File: src/core/sdc_consts.vh
// Purpose: shared constants of the synthesizer configuration block
// Assumes: included by bare name from the synthesizer module's design file under core/
// Notes: byte offsets are for the Avalon-MM register window
`ifndef SDC_CONSTS_VH
`define SDC_CONSTS_VH

// serial shift register and its field layout, first bit shifted ends on top
`define SDC_SR_W 14
`define SDC_T_HI 13
`define SDC_T_LO 11
`define SDC_N_HI 10
`define SDC_N_LO 9
`define SDC_M_HI 8
`define SDC_M_LO 0
`define SDC_M_W 9
`define SDC_N_W 2
`define SDC_T_W 3

// test select codes
`define SDC_T_SRBIT 3'h0
`define SDC_T_HIGH 3'h1
`define SDC_T_PREF 3'h2
`define SDC_T_LOOP 3'h3
`define SDC_T_SYNTH 3'h4
`define SDC_T_LOW 3'h5
`define SDC_T_BYPASS 3'h6
`define SDC_T_SYNTH4 3'h7

// fixed reference pre-divider: crystal over 8 feeds the phase detector
`define SDC_PREF_DIV_W 3

// reset values of the configuration latches
`define SDC_RST_M 9'h000
`define SDC_RST_N 2'h0
`define SDC_RST_T 3'h0
`define SDC_RST_SR 14'h0000

// register byte offsets
`define SDC_OFS_CFG 4'h0
`define SDC_OFS_SHIFT 4'h4
`define SDC_OFS_CTRL 4'h8
`define SDC_OFS_STATUS 4'hC

// control register fields and reset value
`define SDC_CTRL_RUN 0
`define SDC_RST_CTRL 1'h1

// status register fields
`define SDC_ST_BYPASS 0
`define SDC_ST_PLOAD 1
`define SDC_ST_SYNTH 2
`define SDC_ST_TEST 3

`endif

File: src/core/sdc_synth_cfg_note.v
`timescale 1ns/1ps
`default_nettype none
`default_nettype wire

File: src/core/sdc_synth_cfg.v
// Purpose: divider configuration, test select and test mux of a frequency synthesizer
// Assumes: all configuration pins and the oscillator/crystal taps are asynchronous
//   to CLK and are slower than CLK/4 so that each edge is seen after sampling
// Notes: the analog loop is outside; the pre-divider counts crystal tap edges, the loop and output dividers count edges of the oscillator
//   tap (or of the shift clock in bypass) and drive registered outputs
// Behaviour
// synth output is crystal over 8, times loop divider, over output divider.
// host keeps loop divider between 200 and 400 with a 16MHz crystal.
// host loads dividers at power-on in parallel, may retune them serially.
// host steps divider settings in smallest increments to limit transients.
// test pin shows the node chosen by the three-bit test select.
// bypass feeds the shift clock into both dividers; code 110 selects it.
// test select is writable only through the serial port.
// while parallel load strobe is low, test select is forced to 000.
// serial stream order is test select, output divider, then loop divider.
// each serial field is sent most significant bit first.
// output divider ratio is at least 2, so bypass output is at most half shift clock.
// loop counter output on the test pin need not have 50% duty cycle.
// output divider code 00,01,10,11 divides by 2,4,8,16.
// 14-bit shift register advances on each shift clock rise, sampling data.
// parallel port wins; latches follow pins while strobe low, hold at its rise.
// with parallel strobe high, latches follow shift register while load high.
// loop divider field is nine bits so fields fill fourteen positions.
`timescale 1ns/1ps
`default_nettype none
`include "sdc_consts.vh"

module sdc_synth_cfg (
  input wire CLK, // system clock, 250 MHz
  input wire RST_N, // asynchronous reset, active low
  // configuration pins
  input wire SER_CLOCK, // serial shift clock pin
  input wire SER_DATA, // serial data pin
  input wire SER_LOAD, // serial load strobe, latches follow while high
  input wire PAR_LOAD_N, // parallel load strobe, active low
  input wire [8:0] PAR_M, // parallel loop divider value
  input wire [1:0] PAR_N, // parallel output divider code
  // taps from the analog side
  input wire XTAL_IN, // crystal oscillator square tap
  input wire OSC_IN, // oscillator (vco) square tap
  // outputs
  output wire SYNTH_OUT, // synthesized output
  output wire TEST_OUT, // test pin
  output wire [8:0] LOOP_DIV, // active loop divider value to the loop
  // Avalon-MM slave
  input wire [3:0] AVS_ADDRESS, // byte address
  input wire AVS_READ, // read request
  input wire AVS_WRITE, // write request
  input wire [31:0] AVS_WRITEDATA, // write data
  input wire [3:0] AVS_BYTEENABLE, // byte enables
  output wire [31:0] AVS_READDATA, // read data
  output wire AVS_WAITREQUEST // wait request
);

  // synchronised pin levels
  wire [16:0] pins_sync;
  wire s_clk_lvl;
  wire s_dat_lvl;
  wire s_load_lvl;
  wire p_load_n_lvl;
  wire [8:0] p_m_lvl;
  wire [1:0] p_n_lvl;
  wire xtal_lvl;
  wire osc_lvl;

  // edge history of the clock-like pins
  reg s_clk_d_reg;
  reg xtal_d_reg;
  reg osc_d_reg;
  wire s_clk_rise;
  wire xtal_rise;
  wire osc_rise;

  // serial path and configuration latches
  reg [`SDC_SR_W-1:0] sr_reg;
  reg [`SDC_M_W-1:0] cfg_m_reg;
  reg [`SDC_N_W-1:0] cfg_n_reg;
  reg [`SDC_T_W-1:0] cfg_t_reg;

  // divider chain
  reg [`SDC_PREF_DIV_W-1:0] pref_cnt_reg;
  reg [`SDC_M_W-1:0] loop_cnt_reg;
  reg loop_out_reg;
  reg [3:0] out_cnt_reg;
  reg synth_reg;
  reg synth_d_reg;
  reg [1:0] synth4_cnt_reg;
  reg test_reg;
  reg test_next;
  wire bypass;
  wire div_tick;
  wire synth_next;

  // register bus state
  reg ctrl_run_reg;
  reg wait_reg;
  reg [31:0] rdata_reg;
  reg [31:0] rdata_next;
  wire bus_req;
  wire bus_go;

  // all pins pass two flip-flops before any logic reads them; the parallel strobe
  // goes in inverted so that the synchroniser's reset value reads as no load
  sdc_sync #(
    .WIDTH(17)
  ) u_pin_sync (
    .CLK(CLK),
    .RST_N(RST_N),
    .D({SER_CLOCK, SER_DATA, SER_LOAD, ~PAR_LOAD_N, PAR_M, PAR_N, XTAL_IN, OSC_IN}),
    .Q(pins_sync)
  );

  assign s_clk_lvl = pins_sync[16];
  assign s_dat_lvl = pins_sync[15];
  assign s_load_lvl = pins_sync[14];
  assign p_load_n_lvl = ~pins_sync[13];
  assign p_m_lvl = pins_sync[12:4];
  assign p_n_lvl = pins_sync[3:2];
  assign xtal_lvl = pins_sync[1];
  assign osc_lvl = pins_sync[0];

  // rising-edge detection on synchronised levels
  always @(posedge CLK or negedge RST_N) begin
    if (!RST_N) begin
      s_clk_d_reg <= 1'b0;
      xtal_d_reg <= 1'b0;
      osc_d_reg <= 1'b0;
    end else begin
      s_clk_d_reg <= s_clk_lvl;
      xtal_d_reg <= xtal_lvl;
      osc_d_reg <= osc_lvl;
    end
  end

  assign s_clk_rise = s_clk_lvl & ~s_clk_d_reg;
  assign xtal_rise = xtal_lvl & ~xtal_d_reg;
  assign osc_rise = osc_lvl & ~osc_d_reg;

  // serial shift register: first bit sent travels to the top position
  always @(posedge CLK or negedge RST_N) begin
    if (!RST_N) begin
      sr_reg <= `SDC_RST_SR;
    end else if (s_clk_rise) begin
      sr_reg <= {sr_reg[`SDC_SR_W-2:0], s_dat_lvl};
    end
  end

  // configuration latches: parallel strobe low wins over the serial load
  always @(posedge CLK or negedge RST_N) begin
    if (!RST_N) begin
      cfg_m_reg <= `SDC_RST_M;
      cfg_n_reg <= `SDC_RST_N;
      cfg_t_reg <= `SDC_RST_T;
    end else if (!p_load_n_lvl) begin
      cfg_m_reg <= p_m_lvl;
      cfg_n_reg <= p_n_lvl;
      cfg_t_reg <= `SDC_T_SRBIT; // see R08
    end else if (s_load_lvl) begin
      cfg_t_reg <= sr_reg[`SDC_T_HI:`SDC_T_LO]; // see R09 see R10
      cfg_n_reg <= sr_reg[`SDC_N_HI:`SDC_N_LO]; // see R09 see R10
      cfg_m_reg <= sr_reg[`SDC_M_HI:`SDC_M_LO]; // see R17
    end
  end

  // bypass swaps the divider clock source to the shift clock
  assign bypass = (cfg_t_reg == `SDC_T_BYPASS);
  assign div_tick = ctrl_run_reg & (bypass ? s_clk_rise : osc_rise);

  // crystal over 8 gives the phase reference; the loop forces osc = M x ref
  always @(posedge CLK or negedge RST_N) begin
    if (!RST_N) begin
      pref_cnt_reg <= {`SDC_PREF_DIV_W{1'b0}};
    end else if (!ctrl_run_reg) begin
      pref_cnt_reg <= {`SDC_PREF_DIV_W{1'b0}};
    end else if (xtal_rise) begin
      pref_cnt_reg <= pref_cnt_reg + 1'b1;
    end
  end

  // loop counter: one tick high per M ticks, so duty is not 50%
  always @(posedge CLK or negedge RST_N) begin
    if (!RST_N) begin
      loop_cnt_reg <= {`SDC_M_W{1'b0}};
      loop_out_reg <= 1'b0;
    end else if (!ctrl_run_reg) begin
      loop_cnt_reg <= {`SDC_M_W{1'b0}};
      loop_out_reg <= 1'b0;
    end else if (div_tick) begin
      if (loop_cnt_reg + 9'h001 >= cfg_m_reg) begin
        loop_cnt_reg <= {`SDC_M_W{1'b0}};
        loop_out_reg <= 1'b1; // see R12
      end else begin
        loop_cnt_reg <= loop_cnt_reg + 9'h001;
        loop_out_reg <= 1'b0;
      end
    end
  end

  // output divider: counter bit n toggles every 2^n ticks, never below 2
  assign synth_next = out_cnt_reg[cfg_n_reg]; // see R13 see R11

  always @(posedge CLK or negedge RST_N) begin
    if (!RST_N) begin
      out_cnt_reg <= 4'h0;
      synth_reg <= 1'b0;
      synth_d_reg <= 1'b0;
      synth4_cnt_reg <= 2'h0;
    end else begin
      synth_d_reg <= synth_reg;
      if (!ctrl_run_reg) begin
        out_cnt_reg <= 4'h0;
        synth_reg <= 1'b0;
        synth4_cnt_reg <= 2'h0;
      end else begin
        if (div_tick) begin
          out_cnt_reg <= out_cnt_reg + 4'h1;
        end
        synth_reg <= synth_next;
        if (synth_reg & ~synth_d_reg) begin
          synth4_cnt_reg <= synth4_cnt_reg + 2'h1;
        end
      end
    end
  end

  // test pin multiplexer, registered
  always @* begin
    case (cfg_t_reg)
      `SDC_T_SRBIT: test_next = sr_reg[`SDC_SR_W-1];
      `SDC_T_HIGH: test_next = 1'b1;
      `SDC_T_PREF: test_next = pref_cnt_reg[`SDC_PREF_DIV_W-1];
      `SDC_T_LOOP: test_next = loop_out_reg;
      `SDC_T_SYNTH: test_next = synth_reg;
      `SDC_T_LOW: test_next = 1'b0;
      `SDC_T_BYPASS: test_next = loop_out_reg;
      `SDC_T_SYNTH4: test_next = synth4_cnt_reg[1];
      default: test_next = 1'b0;
    endcase
  end

  always @(posedge CLK or negedge RST_N) begin
    if (!RST_N) begin
      test_reg <= 1'b0;
    end else begin
      test_reg <= test_next;
    end
  end

  assign SYNTH_OUT = synth_reg;
  assign TEST_OUT = test_reg;
  assign LOOP_DIV = cfg_m_reg;

  // bus handshake: one wait cycle, then waitrequest low for one edge
  assign bus_req = AVS_READ | AVS_WRITE;
  assign bus_go = bus_req & wait_reg;

  // read data mux, unmapped offsets read zero
  always @* begin
    rdata_next = 32'h00000000;
    case (AVS_ADDRESS)
      `SDC_OFS_CFG: rdata_next[`SDC_SR_W-1:0] = {cfg_t_reg, cfg_n_reg, cfg_m_reg};
      `SDC_OFS_SHIFT: rdata_next[`SDC_SR_W-1:0] = sr_reg;
      `SDC_OFS_CTRL: rdata_next[`SDC_CTRL_RUN] = ctrl_run_reg;
      `SDC_OFS_STATUS: begin
        rdata_next[`SDC_ST_BYPASS] = bypass;
        rdata_next[`SDC_ST_PLOAD] = ~p_load_n_lvl;
        rdata_next[`SDC_ST_SYNTH] = synth_reg;
        rdata_next[`SDC_ST_TEST] = test_reg;
      end
      default: rdata_next = 32'h00000000;
    endcase
  end

  // waitrequest, read data and the control register
  always @(posedge CLK or negedge RST_N) begin
    if (!RST_N) begin
      wait_reg <= 1'b1;
      rdata_reg <= 32'h00000000;
      ctrl_run_reg <= `SDC_RST_CTRL;
    end else begin
      wait_reg <= ~bus_go;
      if (bus_go & AVS_READ) begin
        rdata_reg <= rdata_next;
      end
      if (~wait_reg & AVS_WRITE & AVS_BYTEENABLE[0] & (AVS_ADDRESS == `SDC_OFS_CTRL)) begin
        ctrl_run_reg <= AVS_WRITEDATA[`SDC_CTRL_RUN];
      end
    end
  end

  assign AVS_READDATA = rdata_reg;
  assign AVS_WAITREQUEST = wait_reg;

endmodule // sdc_synth_cfg

`default_nettype wire

File: src/core/sdc_sync.v
// Purpose: two-flop synchroniser for a group of asynchronous pins
// Assumes: each bit is an independent level; no bus coherency is implied
// Notes: the first stage is read only by the second stage
`timescale 1ns/1ps
`default_nettype none

module sdc_sync #(
  parameter WIDTH = 1
) (
  input wire CLK, // system clock
  input wire RST_N, // asynchronous reset, active low
  input wire [WIDTH-1:0] D, // asynchronous input levels
  output wire [WIDTH-1:0] Q // synchronised levels
);

  reg [WIDTH-1:0] meta_reg;
  reg [WIDTH-1:0] sync_reg;

  // two flip-flops in series; nothing else looks at meta_reg
  always @(posedge CLK or negedge RST_N) begin
    if (!RST_N) begin
      meta_reg <= {WIDTH{1'b0}};
      sync_reg <= {WIDTH{1'b0}};
    end else begin
      meta_reg <= D;
      sync_reg <= meta_reg;
    end
  end

  assign Q = sync_reg;

endmodule // sdc_sync

`default_nettype wire

File: config.mk
export PLATFORM = sky130hd
export DESIGN_NAME = sdc_synth_cfg
export DESIGN_NICKNAME = d
export VERILOG_FILES = /design/src/core/sdc_synth_cfg_note.v /design/src/core/sdc_synth_cfg.v /design/src/core/sdc_sync.v
export VERILOG_INCLUDE_DIRS = /design/src /design/src/core
export SDC_FILE = /design/constraint.sdc
export NUM_CORES = 1
export LEC_CHECK = 0
export BUFFER_PORTS_ARGS = -buffer_cell sky130_fd_sc_hd__buf_4
export CORE_UTILIZATION = 50
export CTS_BUF_LIST = sky130_fd_sc_hd__clkbuf_8
export DETAILED_ROUTE_END_ITERATION = 10
export PLACE_DENSITY = 0.78
export SLEW_MARGIN = 20
export SYNTH_ARGS = -nofsm -noshare
export SYNTH_HDL_FRONTEND = slang
export SYNTH_SLANG_ARGS = --single-unit
File: constraint.sdc
create_clock -name CLK -period 2.2 [get_ports CLK]
set_input_delay 0.22 -clock CLK [delete_from_list [all_inputs] [get_ports CLK]]
set_output_delay 0.22 -clock CLK [all_outputs]
set_load 0.05 [all_outputs]
==> results of run 1 <==
[path summary, 6_finish.rpt]
check                                        start          endpoint  slack (ns)  cells past startpoint
max                                loop_cnt_reg[2]   loop_cnt_reg[0]       -0.07                     10
min                                       AVS_READ   AVS_WAITREQUEST        0.01                      2
max reg2reg                        loop_cnt_reg[2]   loop_cnt_reg[0]       -0.07                     10
min reg2reg                u_pin_sync.meta_reg[15]  u_pin_sync.Q[15]        0.35                      0
max in group asynchronous                    RST_N   AVS_WAITREQUEST        1.10                      3
min in group asynchronous                    RST_N   u_pin_sync.Q[9]        0.39                      2
[routing by layer]
metal / vias up / share of wire, % / track usage (%) / wire length [um]
met4: 0 / 1.2 / 5.97 / 100
li1: 1422 / - / - / -
met2: 72 / 50 / 33.9 / 4300
met5: - / 0 / 0 / 0
met3: 9 / 4.1 / 4.82 / 355
met1: 1470 / 45 / 26.8 / 3830
[power by group through the flow]
stage | sequential [mW] | combinational (mW) | clock (mW)
finish | 2.35 | 0.925 | 1.15
global route | 2.38 | 1.00 | 1.25
CTS | 2.34 | 0.907 | 1.19
floorplan | 2.49 | 0.449 | 0
detailed placement | 2.38 | 0.874 | 0
global placement | 2.37 | 0.847 | 0
[synthesized netlist by cell type, drive strengths merged, types with 3 or more instances]
cell,instances
ha,12
nand2,38
nor2b,5
nor4,3
a21oi,7
xor2,6
clkbuf,6
buf,26
nand3,12
a22o,4
inv,10
nor2,20
a22oi,10
mux2,17
nand4,3
o21ai,31
nor3,3
xnor2,9
dfrtp,101
a32oi,5
mux2i,20
[kinds of logic after synthesis]
| group | after synthesis |
|---|---|
| buffers and inverters | 43 |
| AND/OR/NAND/NOR | 93 |
| adder cells (fa/ha/maj) | 12 |
| XOR/XNOR | 15 |
| flip-flops | 103 |
| other | 1 |
| AO/OA/AOI/OAI | 62 |
| multiplexers | 39 |
[worst reg2reg max path, cell delays in order (launching register included)]
cell,delay (ns)
dfrtp_1,0.38
and4_4,0.24
nand4_1,0.14
xnor2_2,0.27
ha_4,0.25
a21oi_2,0.14
a21boi_2,0.09
nor4_4,0.28
buf_6,0.17
nand3b_1,0.11
a21oi_2,0.15
[through the flow]
step | utilization (%) | std cells | hold WS (ns) | cell area [um2]
5_1_grt | 65.6 | 567 | 0.0133 | 5500
6_report | 65.6 | 567 | 0.0133 | 5500
3_5_place_dp | 59.6 | 532 | 0.254 | 4990
3_3_place_gp | 59.6 | 532 | 0.248 | 4990
2_1_floorplan | - | 385 | -0.0756 | 4500
4_1_cts | 64.3 | 566 | 0.00382 | 5390
[area by class of cell]
type | instances | area [um2] | area share, %
Sequential cell | 103 | 2580 | 46.9
Multi-Input combinational cell | 239 | 1780 | 32.4
Timing Repair Buffer | 93 | 767 | 13.9
Clock buffer | 9 | 124 | 2.25
Clock inverter | 7 | 72.6 | 1.32
Tap cell | 105 | 131 | 2.39
Inverter | 11 | 41.3 | 0.751
[what timing repair did]
item | 4_1_cts | 5_1_grt
hold endpoints to repair | 61 | 0
pin swaps | 7 | 23
endpoints found under the setup margin | 9 | 10
setup buffers | 1 | 1
resized for setup | 6 | 17
hold buffers | 18 | 0
==> results.py, run 1 <==
metrics = {
    "sta": {
        "fin_skew_ns": 0.0109,
        "max_slew_margin_pct": 44.5,
        "finalWorstSetupSlack_ns": -0.0731,
        "fin_tns_setup_ns": -0.350,
        "tightest_slew_ns": 0.833,
        "fmax_mhz": 440,
        "rsz0062_at_grt": "yes",
        "setup_viol": 7,
        "slew_viol_final": 0,
        "hold_viol": 0,
        "min_period_over_period_pct": 103,
        "period_needed_ns": 2.27,
    },
    "detailed_routing": {
        "via_per_inst": 5.24,
        "drc": 0,
        "drt-wirelength-per-cell_um": 15.2,
        "wl_um": 8590,
        "antenna_left": 0,
        "vias": 2973,
        "firstDrtPassIters": 4,
        "drt-initial-drc-count": 131,
    },
    "place": {
        "port_buffers": 52,
        "dpl.hpwl_um": 5940,
        "place_ws_ns": -0.126,
        "gp_congestion": 0.820,
    },
    "yosys": {
        "ys_ff_latch": 103,
        "yosysTopAreaCell": "dfrtp_1",
        "synth_edf_count": 0,
        "synth_xor_area_share_pct": 2.96,
        "synth_top_cell_area_share_pct": 57.0,
        "postSynthCellCount": 368,
        "synth-compound-area-share_pct": 8.69,
        "synthSimpleGateAreaFrac_pct": 11.0,
        "synthMuxAreaShare_pct": 10.1,
        "ys_top_cells_by_area": "dfrtp_1, mux2_2, mux2i_1, ha_1, nand2_1",
        "yosys_warnings": 0,
        "synth-main-ff-cell": "dfrtp_1",
        "synth_fa_ha_area_share_pct": 3.39,
        "synth_area_um2": 4430,
        "synth_cell_types": 43,
        "synth_top_family_by_area": "simple AND/OR/NAND/NOR gates",
        "syn_avg_cell_area_um2": 12.0,
        "synth_seq_area_share_pct": 58.2,
        "async_reset_ff_share_pct": 100,
    },
    "cts": {
        "insertion_delay_ns": 0.37,
        "cts_sinks": 103,
        "path_clk_slew_ns": 0.11,
        "cts_max_level": 3,
        "cts_buffers": 9,
        "clk_path_buf_depth": 2,
        "cts_tree": "done",
        "root_buffer": "clkbuf_8",
    },
    "status": {
        "violations": "negative setup slack",
        "status": "finished with violations",
    },
    "setup_path": {
        "cp_cell_sequence": "and4_4, nand4_1, xnor2_2, ha_4, a21oi_2, a21boi_2, nor4_4, buf_6, nand3b_1, a21oi_2",
        "critical_path.top_delay_family": "simple AND/OR/NAND/NOR gates",
        "required_ns": 2.51,
        "crit_fanout": 7,
        "cp-start-kind": "flop",
        "critPathKind": "reg2reg",
        "critPathMaxStageDelay_ns": 0.38,
        "cp_common_cell": "a21oi_2",
        "slowest_stage": "dfrtp_1",
        "cp.arrival_ns": 2.58,
        "cp-end-kind": "flop",
        "crit_buf_inv": 1,
    },
    "floorplan": {
        "fp-row-count": 33,
        "fp.dieH_um": 96.2,
        "ioPinCount": 105,
        "initial_core_util_pct": 52.9,
        "dieArea_um2": 9250,
        "core_um2": 8380,
        "die_w_um": 96.2,
    },
    "final_layout": {
        "nNetsFinal": 530,
        "fill_cells": 632,
        "final_common_cell": "dfrtp_1",
        "area_delta_synth_final_pct": 24.0,
        "drive_gt1_share_pct": 29.2,
        "diodes": 0,
        "mostFrequentLayoutCells": "dfrtp_1, buf_4, nand2_1",
    },
    "global_route": {
        "grt_pass1_vias": 2912,
        "grt-ovfl-total": 0,
        "grt_antenna_before_repair": 0,
        "grt_start_max_net_pins": 48,
        "grt_pass1_wl_um": 14000,
        "grt_use_total_pct": 20.5,
    },
    "hold_path": {
        "min_path_type": "in2reg",
    },
    "power": {
        "p_per_area_nw_per_um2": 804,
        "p_int_mw": 2.93,
        "p_switching_mw": 1.49,
        "ir_drop_mv": 0.642,
        "clkPwrFrac_pct": 26.0,
        "total_power_mw": 4.42,
        "p_comb_share_pct": 20.9,
        "switching_share_pct": 33.7,
        "pwr-share-seq_pct": 53.1,
        "power.leakage_nw": 2.57,
    },
    "flow_run": {
        "drv_cap": 0,
    },
}
No activity file was read; power rests on OpenSTA's default activity.
==> run 2, diff against run 1 <==
--- a/config.mk
+++ b/config.mk
@@ -7,10 +7,11 @@
 export NUM_CORES = 1
 export LEC_CHECK = 0
 export BUFFER_PORTS_ARGS = -buffer_cell sky130_fd_sc_hd__buf_4
-export CORE_UTILIZATION = 50
+export CORE_MARGIN = 10
+export CORE_UTILIZATION = 55
 export CTS_BUF_LIST = sky130_fd_sc_hd__clkbuf_8
 export DETAILED_ROUTE_END_ITERATION = 10
-export PLACE_DENSITY = 0.78
+export PLACE_DENSITY = 0.81
 export SLEW_MARGIN = 20
 export SYNTH_ARGS = -nofsm -noshare
 export SYNTH_HDL_FRONTEND = slang
==> constraint.sdc (replaced) <==
create_clock -name CLK -period 2.3 [get_ports CLK]
set_input_delay 0.23 -clock CLK [delete_from_list [all_inputs] [get_ports CLK]]
set_output_delay 0.23 -clock CLK [all_outputs]
set_load 0.05 [all_outputs]
==> results.py, run 2 (synthesized netlist as in run 1, its figures left out) <==
metrics = {
    "setup_path": {
        "cp-start-kind": "flop",
        "required_ns": 2.56,
        "cp-end-kind": "flop",
        "slowest_stage": "dfrtp_1",
        "cp_cell_sequence": "and4_4, buf_4, nand4_1, xnor2_1, ha_1, nand4_1, nor2_1, o31ai_4, buf_4, a32oi_2, nor2_1",
        "critical_path.top_delay_family": "simple AND/OR/NAND/NOR gates",
        "critPathMaxStageDelay_ns": 0.37,
        "crit_buf_inv": 2,
        "cp.arrival_ns": 2.61,
        "critPathKind": "reg2reg",
        "crit_fanout": 5,
    },
    "cts": {
        "cts_max_level": 3,
        "path_clk_slew_ns": 0.11,
        "insertion_delay_ns": 0.38,
        "cts_sinks": 103,
        "clk_path_buf_depth": 2,
        "root_buffer": "clkbuf_8",
        "cts_tree": "done",
        "cts_buffers": 9,
    },
    "floorplan": {
        "fp-row-count": 32,
        "dieArea_um2": 12100,
        "fp.dieH_um": 110,
        "die_w_um": 110,
        "core_um2": 7770,
        "initial_core_util_pct": 57.1,
        "ioPinCount": 105,
    },
    "final_layout": {
        "diodes": 0,
        "final_area_um2": 5410,
        "area_delta_synth_final_pct": 22.0,
        "fin_cells": 559,
        "nNetsFinal": 525,
        "mostFrequentLayoutCells": "dfrtp_1, buf_4, nand2_1",
        "drive_gt1_share_pct": 26.3,
        "final_common_cell": "dfrtp_1",
    },
    "place": {
        "dpl.hpwl_um": 6730,
        "gp_congestion": 0.839,
        "dpl.cell_count": 523,
        "port_buffers": 52,
        "placed_cell_area_um2": 4940,
    },
    "sta": {
        "fin_skew_ns": 0.0122,
        "hold_viol": 0,
        "fmax_mhz": 425,
        "min_period_over_period_pct": 102,
        "period_needed_ns": 2.35,
        "setup_viol": 5,
        "finalWorstSetupSlack_ns": -0.0517,
        "fin_tns_setup_ns": -0.187,
        "tightest_slew_ns": 0.834,
        "rsz0062_at_grt": "yes",
        "whs_ns": 0.0144,
        "slew_viol_final": 0,
        "max_slew_margin_pct": 44.4,
    },
    "global_route": {
        "grt_use_met3_pct": 5.91,
        "grt_use_total_pct": 16.5,
        "grt_start_max_net_pins": 51,
        "grt_pass1_vias": 3133,
        "grt_pass1_wl_um": 15600,
        "busiest_layer": "met2",
        "grt_antenna_before_repair": 0,
        "grtUsageMet2_pct": 26.7,
        "grt-ovfl-total": 0,
        "met1_usage_pct": 20.4,
    },
    "detailed_routing": {
        "drc": 0,
        "vias": 2989,
        "drt-wirelength-per-cell_um": 17.0,
        "antenna_left": 0,
        "via_per_inst": 5.35,
        "wl_um": 9490,
        "firstDrtPassIters": 4,
        "drt-initial-drc-count": 163,
    },
    "status": {
        "status": "finished with violations",
        "violations": "negative setup slack",
    },
    "power": {
        "p_per_area_nw_per_um2": 794,
        "ir_drop_mv": 0.499,
        "power.leakage_nw": 2.55,
    },
    "hold_path": {
        "min_path_type": "in2reg",
    },
    "flow_run": {
        "drv_cap": 0,
    },
}
[run 2: report_power, final]
group          internal (mW)  switching, mW  leakage [nW]
Clock                  0.449          0.727         0.109
Combinational          0.339          0.536          1.15
Sequential              2.02          0.227          1.30
Total                   2.81           1.49          2.55
[run 2: path summary, 6_finish.rpt]
| kind | end | cells after the start | slack, ns | from |
|---|---|---|---|---|
| setup / recovery | loop_cnt_reg[1] | 11 | -0.05 | loop_cnt_reg[2] |
| hold / removal | AVS_WAITREQUEST | 2 | 0.01 | AVS_WRITE |
| setup reg to reg | loop_cnt_reg[1] | 11 | -0.05 | loop_cnt_reg[2] |
| hold reg to reg | u_pin_sync.Q[1] | 0 | 0.36 | u_pin_sync.meta_reg[1] |
| max in group asynchronous | ctrl_run_reg | 3 | 1.13 | RST_N |
| min in group asynchronous | u_pin_sync.Q[9] | 2 | 0.40 | RST_N |
[run 2: per-stage QoR]
| step | setup slack [ns] | utilization [%] | power (mW) |
|---|---|---|---|
| floorplan | 0.0696 | - | 2.81 |
| global placement | 0.00458 | 63.7 | 3.07 |
| detailed placement | -0.0592 | 63.7 | 3.11 |
| CTS | -0.0231 | 68.9 | 4.31 |
| global route | -0.194 | 69.7 | 4.50 |
| finish | -0.0517 | 69.7 | 4.30 |
[run 2: worst reg2reg max path, cell delays in order, from the launching register on]
cell and delay (ns):
dfrtp_1 0.37, and4_4 0.22, buf_4 0.11, nand4_1 0.11
xnor2_1 0.18, ha_1 0.30, nand4_1 0.17, nor2_1 0.22
o31ai_4 0.13, buf_4 0.17, a32oi_2 0.19, nor2_1 0.07
[run 2: per-layer routing]
layer	wire length, um	vias up
met5	0	-
li1	-	1416
met4	100	0
met1	4060	1485
met2	4660	78
met3	667	10
[run 2: layout make-up]
cell class,count,area [um2]
clock buffers,9,124
clock inverters,7,96.3
fillers,573,2360
inverters,11,41.3
multi-input cells,239,1720
flip-flops and latches,103,2580
well taps,102,128
repair buffers,88,721
[run 2: repair_timing]
item	4_1_cts	5_1_grt
resized for setup	3	7
setup endpoints to repair	7	10
setup buffers	1	3
endpoints found under the hold margin	65	1
hold buffers	18	1
pin swaps	8	7
